<file path="src/hdl/pme_pkg.sv">
// Shared constants, register map and carrier types of the packet mirror engine
package pme_pkg;
   localparam int NUM_SETS = 4;
   localparam int NUM_PORTS = 57;
   localparam int PORT_W = 6;
   localparam int DEV_W = 4;
   localparam int GROUP_W = 7;
   localparam int ADDR_W = 8;
   localparam int DATA_W = 32;
   localparam int HASH_W = 8;
   localparam int MASK_HI_W = NUM_PORTS - DATA_W;
   // Word indices inside one set window, sets spaced by SET_STRIDE bytes
   localparam logic [ADDR_W-1:0] SET_STRIDE = 8'h20;
   localparam logic [2:0] WORD_CTRL = 3'h0;
   localparam logic [2:0] WORD_RX_LO = 3'h1;
   localparam logic [2:0] WORD_RX_HI = 3'h2;
   localparam logic [2:0] WORD_TX_LO = 3'h3;
   localparam logic [2:0] WORD_TX_HI = 3'h4;
   localparam logic [2:0] WORD_TAG_INS = 3'h5;
   localparam logic [2:0] WORD_TAG = 3'h6;
   localparam logic [2:0] WORD_STRIP = 3'h7;
   localparam logic [ADDR_W-1:0] COUNT_BASE = 8'h80;
   // Control word fields
   localparam int CTRL_DEV_LSB = 15;
   localparam int CTRL_PORT_LSB = 9;
   localparam int CTRL_GROUP_BIT = 8;
   localparam int CTRL_KIND_LSB = 0;
   // Remote tag word fields
   localparam int TAG_TPID_LSB = 16;
   localparam int TAG_PRI_LSB = 13;
   localparam int TAG_CFI_BIT = 12;
   localparam int TAG_VID_LSB = 0;

   typedef enum logic [1:0] {
      PME_KIND_OFF = 2'h0,
      PME_KIND_PORT = 2'h1,
      PME_KIND_REMOTE = 2'h2,
      PME_KIND_CLS = 2'h3
   } pme_set_kind_type;

   typedef struct packed {
      logic [15:0] tpid;
      logic [2:0] pri;
      logic cfi;
      logic [11:0] vid;
   } pme_tag_type;

   typedef struct packed {
      logic [DEV_W-1:0] analyzer_device_id;
      logic [PORT_W-1:0] analyzer_port_id;
      logic analyzer_is_group;
      pme_set_kind_type set_type;
      logic [NUM_PORTS-1:0] rx_mirror_mask;
      logic [NUM_PORTS-1:0] tx_mirror_mask;
      logic tag_insert;
      pme_tag_type remote_tag;
      logic remote_tag_strip;
   } pme_set_cfg_type;

   typedef struct packed {
      logic en;
      logic egress;
      logic [1:0] set_idx;
   } pme_cls_act_type;

   typedef struct packed {
      logic [PORT_W-1:0] src_port;
      logic mac_drop;
      logic ibw_drop;
      logic cpu_tx_tag;
      logic [NUM_PORTS-1:0] egr_mask;
      logic [NUM_PORTS-1:0] egr_drop;
      logic has_first_tag;
      logic [15:0] first_tpid;
      logic [11:0] first_vid;
      logic [HASH_W-1:0] hash;
      pme_cls_act_type vlan_classifier;
      pme_cls_act_type ingress_classifier;
   } pme_desc_type;

   typedef struct packed {
      logic egress;
      logic [PORT_W-1:0] egr_port;
      logic [DEV_W-1:0] analyzer_device_id;
      logic [PORT_W-1:0] analyzer_port_id;
      logic analyzer_is_group;
      logic [GROUP_W-1:0] group_id;
      logic [HASH_W-1:0] lb_hash;
      logic add_tag;
      pme_tag_type remote_tag;
      logic strip_tag;
      logic keep_cpu_tag;
   } pme_copy_type;
endpackage

</file>
<file path="src/hdl/pme_hit_count.sv">
// Per-set mirrored copy counters
`timescale 1ns/100ps
module pme_hit_count #(
   parameter int COUNT_W = 16
) (
   input wire logic core_clk,
   input wire logic rst,
   input wire logic [pme_pkg::NUM_SETS-1:0] fire,
   input wire logic [pme_pkg::NUM_SETS-1:0] clear,
   output logic [pme_pkg::NUM_SETS-1:0][COUNT_W-1:0] counts
);
   typedef struct packed {
      logic [pme_pkg::NUM_SETS-1:0][COUNT_W-1:0] cnt;
   } pme_cnt_state_type;

   pme_cnt_state_type state_reg;
   pme_cnt_state_type state_next;

   always_comb begin
      state_next = state_reg;
      for (int s = 0; s < pme_pkg::NUM_SETS; s++) begin
         // A copy in the clearing cycle still counts
         if (clear[s]) begin
            state_next.cnt[s] = COUNT_W'(fire[s]);
         end else if (fire[s]) begin
            state_next.cnt[s] = state_reg.cnt[s] + COUNT_W'(1);
         end
      end
   end

   always_ff @(posedge core_clk or posedge rst) begin
      if (rst) begin
         state_reg <= '0;
      end else begin
         state_reg <= state_next;
      end
   end

   assign counts = state_reg.cnt;
endmodule

</file>
<file path="src/hdl/pme_regs.sv">
// Avalon-MM register slave holding the four mirroring set configurations
`timescale 1ns/100ps
module pme_regs #(
   parameter int COUNT_W = 16
) (
   input wire logic core_clk,
   input wire logic rst,
   input wire logic [pme_pkg::ADDR_W-1:0] avs_address,
   input wire logic avs_read,
   input wire logic avs_write,
   input wire logic [pme_pkg::DATA_W-1:0] avs_writedata,
   input wire logic [3:0] avs_byteenable,
   output logic [pme_pkg::DATA_W-1:0] avs_readdata,
   output logic avs_waitrequest,
   input wire logic [pme_pkg::NUM_SETS-1:0][COUNT_W-1:0] counts,
   output logic [pme_pkg::NUM_SETS-1:0] count_clear,
   output pme_pkg::pme_set_cfg_type [pme_pkg::NUM_SETS-1:0] cfg
);
   typedef struct packed {
      pme_pkg::pme_set_cfg_type [pme_pkg::NUM_SETS-1:0] cfg;
      logic ack;
      logic [pme_pkg::DATA_W-1:0] rdata;
   } pme_reg_state_type;

   pme_reg_state_type state_reg;
   pme_reg_state_type state_next;
   logic req;
   logic in_sets;
   logic in_counts;
   logic [1:0] set_sel;
   logic [2:0] word_sel;

   function automatic logic [31:0] merge(input logic [31:0] old, input logic [31:0] wd,
                                         input logic [3:0] be);
      logic [31:0] m;
      m = {{8{be[3]}}, {8{be[2]}}, {8{be[1]}}, {8{be[0]}}};
      merge = (old & ~m) | (wd & m);
   endfunction

   function automatic logic [31:0] read_word(input pme_pkg::pme_set_cfg_type c,
                                             input logic [2:0] w);
      logic [31:0] r;
      r = '0;
      case (w)
         pme_pkg::WORD_CTRL: begin
            r[pme_pkg::CTRL_DEV_LSB +: pme_pkg::DEV_W] = c.analyzer_device_id;
            r[pme_pkg::CTRL_PORT_LSB +: pme_pkg::PORT_W] = c.analyzer_port_id;
            r[pme_pkg::CTRL_GROUP_BIT] = c.analyzer_is_group;
            r[pme_pkg::CTRL_KIND_LSB +: 2] = c.set_type;
         end
         pme_pkg::WORD_RX_LO: r = c.rx_mirror_mask[31:0];
         pme_pkg::WORD_RX_HI: r[pme_pkg::MASK_HI_W-1:0] = c.rx_mirror_mask[56:32];
         pme_pkg::WORD_TX_LO: r = c.tx_mirror_mask[31:0];
         pme_pkg::WORD_TX_HI: r[pme_pkg::MASK_HI_W-1:0] = c.tx_mirror_mask[56:32];
         pme_pkg::WORD_TAG_INS: r[0] = c.tag_insert;
         pme_pkg::WORD_TAG: begin
            r[pme_pkg::TAG_TPID_LSB +: 16] = c.remote_tag.tpid;
            r[pme_pkg::TAG_PRI_LSB +: 3] = c.remote_tag.pri;
            r[pme_pkg::TAG_CFI_BIT] = c.remote_tag.cfi;
            r[pme_pkg::TAG_VID_LSB +: 12] = c.remote_tag.vid;
         end
         default: r[0] = c.remote_tag_strip;
      endcase
      read_word = r;
   endfunction

   assign req = avs_read | avs_write;
   assign in_sets = ~avs_address[7];
   assign in_counts = (avs_address[7:4] == pme_pkg::COUNT_BASE[7:4]);
   assign set_sel = in_sets ? avs_address[6:5] : avs_address[3:2];
   assign word_sel = avs_address[4:2];

   always_comb begin
      logic [31:0] w;
      w = '0;
      state_next = state_reg;
      state_next.ack = 1'b0;
      count_clear = '0;
      // One wait cycle, then the answer stands for the sampling edge
      if (req && !state_reg.ack) begin
         state_next.ack = 1'b1;
         state_next.rdata = '0;
         if (avs_read && in_sets) begin
            state_next.rdata = read_word(state_reg.cfg[set_sel], word_sel);
         end else if (avs_read && in_counts) begin
            state_next.rdata = 32'(counts[set_sel]);
         end
      end
      if (avs_write && state_reg.ack && in_counts) begin
         count_clear[set_sel] = 1'b1;
      end
      if (avs_write && state_reg.ack && in_sets) begin
         w = merge(read_word(state_reg.cfg[set_sel], word_sel), avs_writedata, avs_byteenable);
         case (word_sel)
            pme_pkg::WORD_CTRL: begin
               state_next.cfg[set_sel].analyzer_device_id = w[pme_pkg::CTRL_DEV_LSB +: 4];
               state_next.cfg[set_sel].analyzer_port_id = w[pme_pkg::CTRL_PORT_LSB +: 6];
               state_next.cfg[set_sel].analyzer_is_group = w[pme_pkg::CTRL_GROUP_BIT];
               state_next.cfg[set_sel].set_type =
                  pme_pkg::pme_set_kind_type'(w[pme_pkg::CTRL_KIND_LSB +: 2]);
            end
            pme_pkg::WORD_RX_LO: state_next.cfg[set_sel].rx_mirror_mask[31:0] = w;
            pme_pkg::WORD_RX_HI: state_next.cfg[set_sel].rx_mirror_mask[56:32] = w[24:0];
            pme_pkg::WORD_TX_LO: state_next.cfg[set_sel].tx_mirror_mask[31:0] = w;
            pme_pkg::WORD_TX_HI: state_next.cfg[set_sel].tx_mirror_mask[56:32] = w[24:0];
            pme_pkg::WORD_TAG_INS: state_next.cfg[set_sel].tag_insert = w[0];
            pme_pkg::WORD_TAG: begin
               state_next.cfg[set_sel].remote_tag.tpid = w[pme_pkg::TAG_TPID_LSB +: 16];
               state_next.cfg[set_sel].remote_tag.pri = w[pme_pkg::TAG_PRI_LSB +: 3];
               state_next.cfg[set_sel].remote_tag.cfi = w[pme_pkg::TAG_CFI_BIT];
               state_next.cfg[set_sel].remote_tag.vid = w[pme_pkg::TAG_VID_LSB +: 12];
            end
            default: state_next.cfg[set_sel].remote_tag_strip = w[0];
         endcase
      end
   end

   // All-zero reset leaves every set disabled
   always_ff @(posedge core_clk or posedge rst) begin
      if (rst) begin
         state_reg <= '0;
      end else begin
         state_reg <= state_next;
      end
   end

   assign avs_waitrequest = req & ~state_reg.ack;
   assign avs_readdata = state_reg.rdata;
   assign cfg = state_reg.cfg;
endmodule

</file>
<file path="src/hdl/pme_packet_mirror_engine.sv">
// Packet mirror engine: per-set mirror decision for each packet descriptor
//
// The Avalon-MM interface to the registers and the register addresses were decided locally.
`timescale 1ns/100ps
module pme_packet_mirror_engine #(
   parameter int HIT_COUNT_W = 16
) (
   input wire logic core_clk,
   input wire logic rst,
   input wire logic [pme_pkg::ADDR_W-1:0] avs_address,
   input wire logic avs_read,
   input wire logic avs_write,
   input wire logic [pme_pkg::DATA_W-1:0] avs_writedata,
   input wire logic [3:0] avs_byteenable,
   output logic [pme_pkg::DATA_W-1:0] avs_readdata,
   output logic avs_waitrequest,
   input wire logic desc_valid,
   input wire pme_pkg::pme_desc_type desc,
   output logic [pme_pkg::NUM_SETS-1:0] copy_valid,
   output pme_pkg::pme_copy_type [pme_pkg::NUM_SETS-1:0] copy_out
);
   if (HIT_COUNT_W < 1 || HIT_COUNT_W > pme_pkg::DATA_W) begin : g_bad_width
      $error("HIT_COUNT_W must lie between 1 and 32");
   end

   typedef struct packed {
      logic [pme_pkg::NUM_SETS-1:0] valid;
      pme_pkg::pme_copy_type [pme_pkg::NUM_SETS-1:0] copy;
   } pme_eng_state_type;

   pme_eng_state_type state_reg;
   pme_eng_state_type state_next;
   pme_pkg::pme_set_cfg_type [pme_pkg::NUM_SETS-1:0] cfg;
   logic [pme_pkg::NUM_SETS-1:0][HIT_COUNT_W-1:0] counts;
   logic [pme_pkg::NUM_SETS-1:0] count_clear;
   logic [pme_pkg::NUM_SETS-1:0][pme_pkg::NUM_PORTS-1:0] egr_live;

   pme_regs #(
      .COUNT_W(HIT_COUNT_W)
   ) u_regs (
      .core_clk(core_clk),
      .rst(rst),
      .avs_address(avs_address),
      .avs_read(avs_read),
      .avs_write(avs_write),
      .avs_writedata(avs_writedata),
      .avs_byteenable(avs_byteenable),
      .avs_readdata(avs_readdata),
      .avs_waitrequest(avs_waitrequest),
      .counts(counts),
      .count_clear(count_clear),
      .cfg(cfg)
   );

   pme_hit_count #(
      .COUNT_W(HIT_COUNT_W)
   ) u_count (
      .core_clk(core_clk),
      .rst(rst),
      .fire(state_reg.valid),
      .clear(count_clear),
      .counts(counts)
   );

   // Out-of-range port ids never hit a mask
   function automatic logic port_hit(input logic [pme_pkg::NUM_PORTS-1:0] mask,
                                     input logic [pme_pkg::PORT_W-1:0] idx);
      port_hit = 1'b0;
      for (int i = 0; i < pme_pkg::NUM_PORTS; i++) begin
         if (idx == pme_pkg::PORT_W'(i)) begin
            port_hit = mask[i];
         end
      end
   endfunction

   function automatic logic [pme_pkg::PORT_W-1:0] lowest_port(
         input logic [pme_pkg::NUM_PORTS-1:0] mask);
      lowest_port = '0;
      for (int i = pme_pkg::NUM_PORTS - 1; i >= 0; i--) begin
         if (mask[i]) begin
            lowest_port = pme_pkg::PORT_W'(i);
         end
      end
   endfunction

   function automatic logic names_set(input pme_pkg::pme_cls_act_type a,
                                      input int s);
      names_set = a.en && (a.set_idx == 2'(s));
   endfunction

   // Live egress ports: transmit mask hits not dropped on the way out
   always_comb begin
      for (int s = 0; s < pme_pkg::NUM_SETS; s++) begin
         egr_live[s] = cfg[s].tx_mirror_mask & desc.egr_mask & ~desc.egr_drop;
      end
   end

   always_comb begin
      logic ing_ok;
      logic is_remote_pkt;
      logic port_ing;
      logic port_egr;
      logic cls_ing;
      logic cls_egr;
      logic rem_hit;
      logic ing_hit;
      logic egr_hit;
      ing_ok = 1'b0;
      is_remote_pkt = 1'b0;
      port_ing = 1'b0;
      port_egr = 1'b0;
      cls_ing = 1'b0;
      cls_egr = 1'b0;
      rem_hit = 1'b0;
      ing_hit = 1'b0;
      egr_hit = 1'b0;
      state_next = state_reg;
      state_next.valid = '0;
      // VLAN ingress filter verdict is deliberately not an input
      ing_ok = !desc.mac_drop && !desc.ibw_drop;
      for (int s = 0; s < pme_pkg::NUM_SETS; s++) begin
         is_remote_pkt = desc.has_first_tag
                         && desc.first_tpid == cfg[s].remote_tag.tpid
                         && desc.first_vid == cfg[s].remote_tag.vid;
         port_ing = cfg[s].set_type == pme_pkg::PME_KIND_PORT && ing_ok
                    && port_hit(cfg[s].rx_mirror_mask, desc.src_port);
         port_egr = cfg[s].set_type == pme_pkg::PME_KIND_PORT && (|egr_live[s]);
         // VLAN classifier loses to the ingress classifier on the same set
         cls_ing = cfg[s].set_type == pme_pkg::PME_KIND_CLS && ing_ok
                   && ((names_set(desc.ingress_classifier, s)
                        && !desc.ingress_classifier.egress)
                       || (names_set(desc.vlan_classifier, s)
                           && !names_set(desc.ingress_classifier, s)));
         cls_egr = cfg[s].set_type == pme_pkg::PME_KIND_CLS
                   && names_set(desc.ingress_classifier, s)
                   && desc.ingress_classifier.egress
                   && (|egr_live[s]);
         rem_hit = cfg[s].set_type == pme_pkg::PME_KIND_REMOTE && ing_ok && is_remote_pkt
                   && port_hit(cfg[s].rx_mirror_mask, desc.src_port);
         ing_hit = port_ing || cls_ing || rem_hit;
         egr_hit = port_egr || cls_egr;
         // One copy per matched set, even toward the same analyzer
         state_next.valid[s] = desc_valid && (ing_hit || egr_hit);
         if (desc_valid && (ing_hit || egr_hit)) begin
            // Ingress wins when a port set hits both directions
            state_next.copy[s].egress = !ing_hit;
            state_next.copy[s].egr_port = ing_hit ? '0 : lowest_port(egr_live[s]);
            state_next.copy[s].analyzer_device_id = cfg[s].analyzer_device_id;
            state_next.copy[s].analyzer_port_id = cfg[s].analyzer_port_id;
            state_next.copy[s].analyzer_is_group = cfg[s].analyzer_is_group;
            state_next.copy[s].group_id = {cfg[s].analyzer_device_id[0],
                                           cfg[s].analyzer_port_id};
            // Hash goes along so the group port can balance members
            state_next.copy[s].lb_hash = desc.hash;
            state_next.copy[s].add_tag = cfg[s].tag_insert && !rem_hit
                                         && !is_remote_pkt;
            state_next.copy[s].remote_tag = cfg[s].remote_tag;
            state_next.copy[s].strip_tag = rem_hit && cfg[s].remote_tag_strip;
            state_next.copy[s].keep_cpu_tag = ing_hit && desc.cpu_tx_tag;
         end
      end
   end

   always_ff @(posedge core_clk or posedge rst) begin
      if (rst) begin
         state_reg <= '0;
      end else begin
         state_reg <= state_next;
      end
   end

   assign copy_valid = state_reg.valid;
   assign copy_out = state_reg.copy;

   // Checks
   property p_off_set_silent;
      @(posedge core_clk) disable iff (rst)
         copy_valid[0] |-> $past(cfg[0].set_type) != pme_pkg::PME_KIND_OFF;
   endproperty
   a_off_set_silent: assert property (p_off_set_silent)
      else $error("disabled set produced a copy");

   property p_no_drop_ingress;
      @(posedge core_clk) disable iff (rst)
         copy_valid[0] && !copy_out[0].egress
         |-> !$past(desc.mac_drop) && !$past(desc.ibw_drop);
   endproperty
   a_no_drop_ingress: assert property (p_no_drop_ingress)
      else $error("ingress copy of a dropped packet");

   property p_lowest_egress;
      @(posedge core_clk) disable iff (rst)
         copy_valid[2] && copy_out[2].egress
         |-> (($past(egr_live[2]) & (57'h1 << copy_out[2].egr_port)) != '0)
             && (($past(egr_live[2]) & ((57'h1 << copy_out[2].egr_port) - 57'h1)) == '0);
   endproperty
   a_lowest_egress: assert property (p_lowest_egress)
      else $error("egress copy not from lowest live port");

   property p_group_id;
      @(posedge core_clk) disable iff (rst)
         copy_valid[0] |-> copy_out[0].group_id
                           == {$past(cfg[0].analyzer_device_id[0]),
                               $past(cfg[0].analyzer_port_id)};
   endproperty
   a_group_id: assert property (p_group_id)
      else $error("group id mismatch");

   property p_no_double_tag;
      @(posedge core_clk) disable iff (rst)
         copy_valid[2] && copy_out[2].add_tag
         |-> !($past(desc.has_first_tag)
               && $past(desc.first_tpid) == copy_out[2].remote_tag.tpid
               && $past(desc.first_vid) == copy_out[2].remote_tag.vid);
   endproperty
   a_no_double_tag: assert property (p_no_double_tag)
      else $error("remote tag added twice");

   property p_zero_mask_no_egress;
      @(posedge core_clk) disable iff (rst)
         desc_valid && cfg[3].set_type == pme_pkg::PME_KIND_CLS
         && cfg[3].tx_mirror_mask == '0 && !desc.vlan_classifier.en
         && !(desc.ingress_classifier.en && !desc.ingress_classifier.egress)
         |=> !copy_valid[3];
   endproperty
   a_zero_mask_no_egress: assert property (p_zero_mask_no_egress)
      else $error("egress classifier copy with empty transmit mask");

   property p_cpu_tag_kept;
      @(posedge core_clk) disable iff (rst)
         copy_valid[0] && !copy_out[0].egress
         |-> copy_out[0].keep_cpu_tag == $past(desc.cpu_tx_tag);
   endproperty
   a_cpu_tag_kept: assert property (p_cpu_tag_kept)
      else $error("processor tag handling wrong");

   property p_strip_remote_only;
      @(posedge core_clk) disable iff (rst)
         copy_valid[1] && copy_out[1].strip_tag
         |-> $past(cfg[1].set_type) == pme_pkg::PME_KIND_REMOTE
             && $past(cfg[1].remote_tag_strip);
   endproperty
   a_strip_remote_only: assert property (p_strip_remote_only)
      else $error("strip outside remote destination set");

   property p_icls_wins;
      @(posedge core_clk) disable iff (rst)
         desc_valid && cfg[2].set_type == pme_pkg::PME_KIND_CLS
         && desc.ingress_classifier.en && desc.ingress_classifier.egress
         && desc.ingress_classifier.set_idx == 2'h2
         && desc.vlan_classifier.en && desc.vlan_classifier.set_idx == 2'h2
         && (|egr_live[2])
         |=> copy_valid[2] && copy_out[2].egress;
   endproperty
   a_icls_wins: assert property (p_icls_wins)
      else $error("ingress classifier did not win");

   property p_each_set_copies;
      @(posedge core_clk) disable iff (rst)
         desc_valid && !desc.mac_drop && !desc.ibw_drop
         && cfg[0].set_type == pme_pkg::PME_KIND_PORT
         && cfg[1].set_type == pme_pkg::PME_KIND_PORT
         && port_hit(cfg[0].rx_mirror_mask, desc.src_port)
         && port_hit(cfg[1].rx_mirror_mask, desc.src_port)
         |=> copy_valid[0] && copy_valid[1] ##1 !copy_valid[0] || $past(desc_valid);
   endproperty
   a_each_set_copies: assert property (p_each_set_copies)
      else $error("matched sets did not each copy");

   property p_ingress_port_zero;
      @(posedge core_clk) disable iff (rst)
         copy_valid[0] && !copy_out[0].egress |-> copy_out[0].egr_port == '0;
   endproperty
   a_ingress_port_zero: assert property (p_ingress_port_zero)
      else $error("ingress copy carries an egress port");

   property p_cls_ignores_masks;
      @(posedge core_clk) disable iff (rst)
         desc_valid && cfg[3].set_type == pme_pkg::PME_KIND_CLS
         && !desc.mac_drop && !desc.ibw_drop
         && desc.ingress_classifier.en && !desc.ingress_classifier.egress
         && desc.ingress_classifier.set_idx == 2'h3
         |=> copy_valid[3] && !copy_out[3].egress;
   endproperty
   a_cls_ignores_masks: assert property (p_cls_ignores_masks)
      else $error("ingress classifier copy missing");

   // Classifier actions must not wake a set of another type
   property p_non_cls_set_silent;
      @(posedge core_clk) disable iff (rst)
         desc_valid && cfg[3].set_type != pme_pkg::PME_KIND_CLS
         && !port_hit(cfg[3].rx_mirror_mask, desc.src_port) && egr_live[3] == '0
         |=> !copy_valid[3];
   endproperty
   a_non_cls_set_silent: assert property (p_non_cls_set_silent)
      else $error("classifier action fired a non-classifier set");

   property p_tag_fields;
      @(posedge core_clk) disable iff (rst)
         copy_valid[2] |-> copy_out[2].remote_tag == $past(cfg[2].remote_tag);
   endproperty
   a_tag_fields: assert property (p_tag_fields)
      else $error("remote tag fields not taken from the tag word");

   property p_copy_one_cycle;
      @(posedge core_clk) disable iff (rst)
         copy_valid[2] && !desc_valid |=> !copy_valid[2];
   endproperty
   a_copy_one_cycle: assert property (p_copy_one_cycle)
      else $error("copy pulse longer than one descriptor");

   property p_drop_stops_all;
      @(posedge core_clk) disable iff (rst)
         desc_valid && (desc.mac_drop || desc.ibw_drop) && egr_live == '0
         |=> copy_valid == '0;
   endproperty
   a_drop_stops_all: assert property (p_drop_stops_all)
      else $error("dropped packet produced a copy");

   property p_egress_not_dropped;
      @(posedge core_clk) disable iff (rst)
         copy_valid[2] && copy_out[2].egress
         |-> ($past(desc.egr_drop) & (57'h1 << copy_out[2].egr_port)) == '0;
   endproperty
   a_egress_not_dropped: assert property (p_egress_not_dropped)
      else $error("egress copy of a dropped port");
endmodule

</file>
<file path="config.mk">
export PLATFORM = sky130hd
export DESIGN_NAME = pme_packet_mirror_engine
export DESIGN_NICKNAME = d
export VERILOG_FILES = /design/src/hdl/pme_pkg.sv /design/src/hdl/pme_hit_count.sv /design/src/hdl/pme_regs.sv /design/src/hdl/pme_packet_mirror_engine.sv
export SDC_FILE = /design/constraint.sdc
export NUM_CORES = 2
export LEC_CHECK = 0
export CORE_MARGIN = 8
export CORE_UTILIZATION = 60
export DETAILED_ROUTE_END_ITERATION = 10
export DONT_BUFFER_PORTS = 1
export PLACE_DENSITY = 0.76
export SLEW_MARGIN = 20
export SYNTH_ARGS = -nofsm -noshare
export SYNTH_HDL_FRONTEND = slang
export SYNTH_SLANG_ARGS = --single-unit
</file>
<file path="constraint.sdc">
create_clock -name core_clk -period 60.2 [get_ports core_clk]
set_clock_uncertainty 0.1 [all_clocks]
set_input_delay 9.03 -clock core_clk [delete_from_list [all_inputs] [get_ports core_clk]]
set_output_delay 9.03 -clock core_clk [all_outputs]
set_load 0.005 [all_outputs]
</file>
==> flow_metrics.tcl <==
set metrics [dict create \
    ys_warn_count 0 \
    outcome "completed" \
    io_buffer_count 0 \
    endpoint_kind "output pin" \
    synthFlopType "dfrtp_1" \
    max_stage_delay_ns 0.12 \
    vias 46500 \
    arrival_ns 9.25 \
    combPwrFrac 0.179 \
    synth-seq-cells 989 \
    rows 109 \
    final_antenna_net_count 0 \
    clock_latency_ns 0.74 \
    ys_async_sr_fraction 1.000 \
    die_x_um 315.0 \
    synth_cell_types 98 \
    switching_share 0.3195 \
    cts_root_buf "clkbuf_16" \
    start_util 0.6059 \
    setup_tns_ns 0 \
    max_clock_freq_ghz 0.05441 \
    vias_per_cell 7.083 \
    design_area_sq_um 57490 \
    dieArea_sq_um 99210 \
    path_class "in2out" \
    worstHoldPathType "reg2reg" \
    hold_viol_final 0 \
    netlist_instances 5527 \
    gr-usage-all-layers 0.4471 \
    fin_hold_ws_ns 0.3997 \
    tritoncts "yes" \
    drv_cap 0 \
    cts.htree.levels 3 \
    cp_cell_sequence "o21bai_4, inv_1" \
    top_level_ports 526 \
    clkSlewWorstSetupHoldPaths_ns 0.06 \
    maxUsedRoutingLayer "met5" \
    grt_max_degree 163 \
    leakagePower_nw 27.09 \
    wl_met3_mm 34.90 \
    crit_fanout 4 \
    critPathBufInv 1 \
    grt_pass1_vias 44450 \
    cts_resized 0 \
    cts_buffers 105 \
    dr.pass1.iters 7 \
    cellPowerDensity_nw_per_um2 32.33 \
    tightest_slew_ns 1.147 \
    cp_top_family "compound AO/OA/AOI/OAI gates" \
    seq_area_frac_synth 0.4615 \
    switching_power_w 0.0005939 \
    wl_met2_mm 95.58 \
    area_delta_synth_final_pct 7.190 \
    die_h_um 315.0 \
    final_util 0.6495 \
    slew_viol_final 0 \
    clockBufferDepth 3 \
    worstSetupStartpointType "input port" \
    multi_input_area_sq_um 26790 \
    drt_iter0_drc 7842 \
    synth-edff-count 0 \
    clock-sinks 989 \
    setup_viol 0 \
    grt_pass1_wl_mm 321.5 \
    p_int_w 0.001265 \
    rsz0062_at_grt "false" \
    clkPwrFrac 0.363 \
    nFillCells 7005 \
    avgRoutedWirePerCell_um 34.54 \
    syn_area_per_cell_sq_um 9.703 \
    post_route_cells_drive_above_1_share 0.1290 \
    dpl.hpwl_mm 164.0 \
    grt_overflow 0 \
    wl_met1_mm 78.20 \
    critPathRequiredTime_ns 51.07 \
    nets 5531 \
    antenna_found_initial 15 \
    seqPwrFrac 0.458 \
    vdd.ir_drop.worst_mv 0.02683 \
    syn_nets 5748 \
    gp_congestion 1.078 \
    maxSlewHeadroom 0.2188 \
    postCtsHoldBufs 0 \
    placed_area_sq_um 53950 \
    cts_setup_buffers 0 \
    seq_area_sq_um 24750 \
    finalCriticalPeriod_ns 18.38 \
    netlist_area_sq_um 53630 \
    crit_path_top_delay_cell "o21bai_4" \
    route.detailed.drc 0 \
    core_area_sq_um 88510 \
    wl_mm 226.8 \
    final.period_utilization 0.3053 \
]
[power by group through the flow]
stage               sequential, W  combinational, W  clock, W
floorplan                0.000815          0.000236         0
global placement         0.000855          0.000312         0
detailed placement       0.000859          0.000320         0
CTS                      0.000848          0.000323  0.000670
global route             0.000858          0.000350  0.000697
finish                   0.000851          0.000333  0.000674
[final timing paths]
path | from | to | slack, ns | depth (start not counted)
worst min-delay path | register | register | 0.40 | 2
min in group asynchronous | rst | copy_out[219]$_DFFE_PP0P_ | 8.25 | 1
worst max-delay path | avs_read | avs_waitrequest | 41.82 | 2
worst min register to register | register | register | 0.40 | 2
max in group asynchronous | rst | copy_out[120]$_DFFE_PP0P_ | 47.91 | 5
worst max register to register | register | copy_out[81]$_DFFE_PP0P_ | 54.33 | 10
[kinds of logic after synthesis]
family,share of synthesized area
multiplexers,0.1494
AND/OR/NAND/NOR,0.2151
AO/OA/AOI/OAI,0.1014
XOR/XNOR,0.02629
buffers and inverters,0.04540
flip-flops,0.4615
adder cells (fa/ha/maj),0.0009332
[through the flow]
| step | cells | power, W | setup slack (ns) |
|---|---|---|---|
| after floorplan | 5527 | 0.001051 | 23.25 |
| after global placement | 6368 | 0.001168 | 41.83 |
| after detailed placement | 6368 | 0.001179 | 41.82 |
| after CTS | 6561 | 0.001841 | 41.82 |
| after global routing | 6563 | 0.001904 | 41.81 |
| final | 6565 | 0.001859 | 41.82 |
[worst register-to-register path, stage by stage (launching register included)]
cell and delay (ns):
dfrtp_1 0.44, nand3b_1 0.27, nand4_1 0.33, nor4_1 0.79, nand4_1 0.77, nand4_1 0.50, nand2_1 0.15, o21ai_4 0.81
buf_4 0.62, inv_2 0.55, mux2_2 0.41
[cells in the final DEF (no fill, tap or decap), types with 26 or more instances in the layout]
cell | Yosys | routed
nor2b_1 | 59 | 59
nand4_1 | 89 | 89
o31ai_1 | 41 | 41
xor2_1 | 72 | 72
buf_4 | 99 | 87
nand3b_1 | 153 | 153
mux2_4 | 33 | 33
a31oi_1 | 28 | 28
mux2_1 | 104 | 103
mux4_2 | 184 | 184
xnor2_1 | 89 | 89
a22oi_1 | 72 | 72
clkbuf_16 | 0 | 105
nor3_1 | 36 | 36
nor2_1 | 179 | 161
a22o_1 | 26 | 26
a21oi_1 | 95 | 94
clkbuf_1 | 195 | 30
mux2i_1 | 69 | 50
nand3_1 | 130 | 129
inv_1 | 50 | 49
dfrtp_1 | 989 | 989
mux2_2 | 133 | 133
nand2_1 | 1713 | 1713
o21ai_0 | 316 | 315
[layout make-up]
class                      instances  share of cell area
sequential                       989              0.4305
multi-input combinational       4067              0.4661
clock buffer                     156             0.05269
clock inverter                    37            0.008271
antenna                            4           0.0001741
inverter                          54            0.003744
tap                             1165             0.02536
timing repair buffer              93             0.01315
[per-layer routing]
layer	vias to the layer above	global-route usage
met3	821	0.1958
met5	-	0
met4	12	0.2789
met1	23130	0.5519
met2	3649	0.6436
li1	18890	-
[synth_stat cells, types with 88 or more instances]
library cell	count	area share
buf_4	99	0.014
buf_2	88	0.0082
clkbuf_1	195	0.014
o21ai_0	316	0.029
nand4_1	89	0.010
nand2_1	1713	0.12
a21oi_1	95	0.0089
mux4_2	184	0.077
mux2_2	133	0.028
nor2_1	179	0.013
mux2_1	104	0.022
nand3b_1	153	0.021
dfrtp_1	989	0.46
nand3_1	130	0.012
xnor2_1	89	0.015
(Power assumes the default switching activity.)
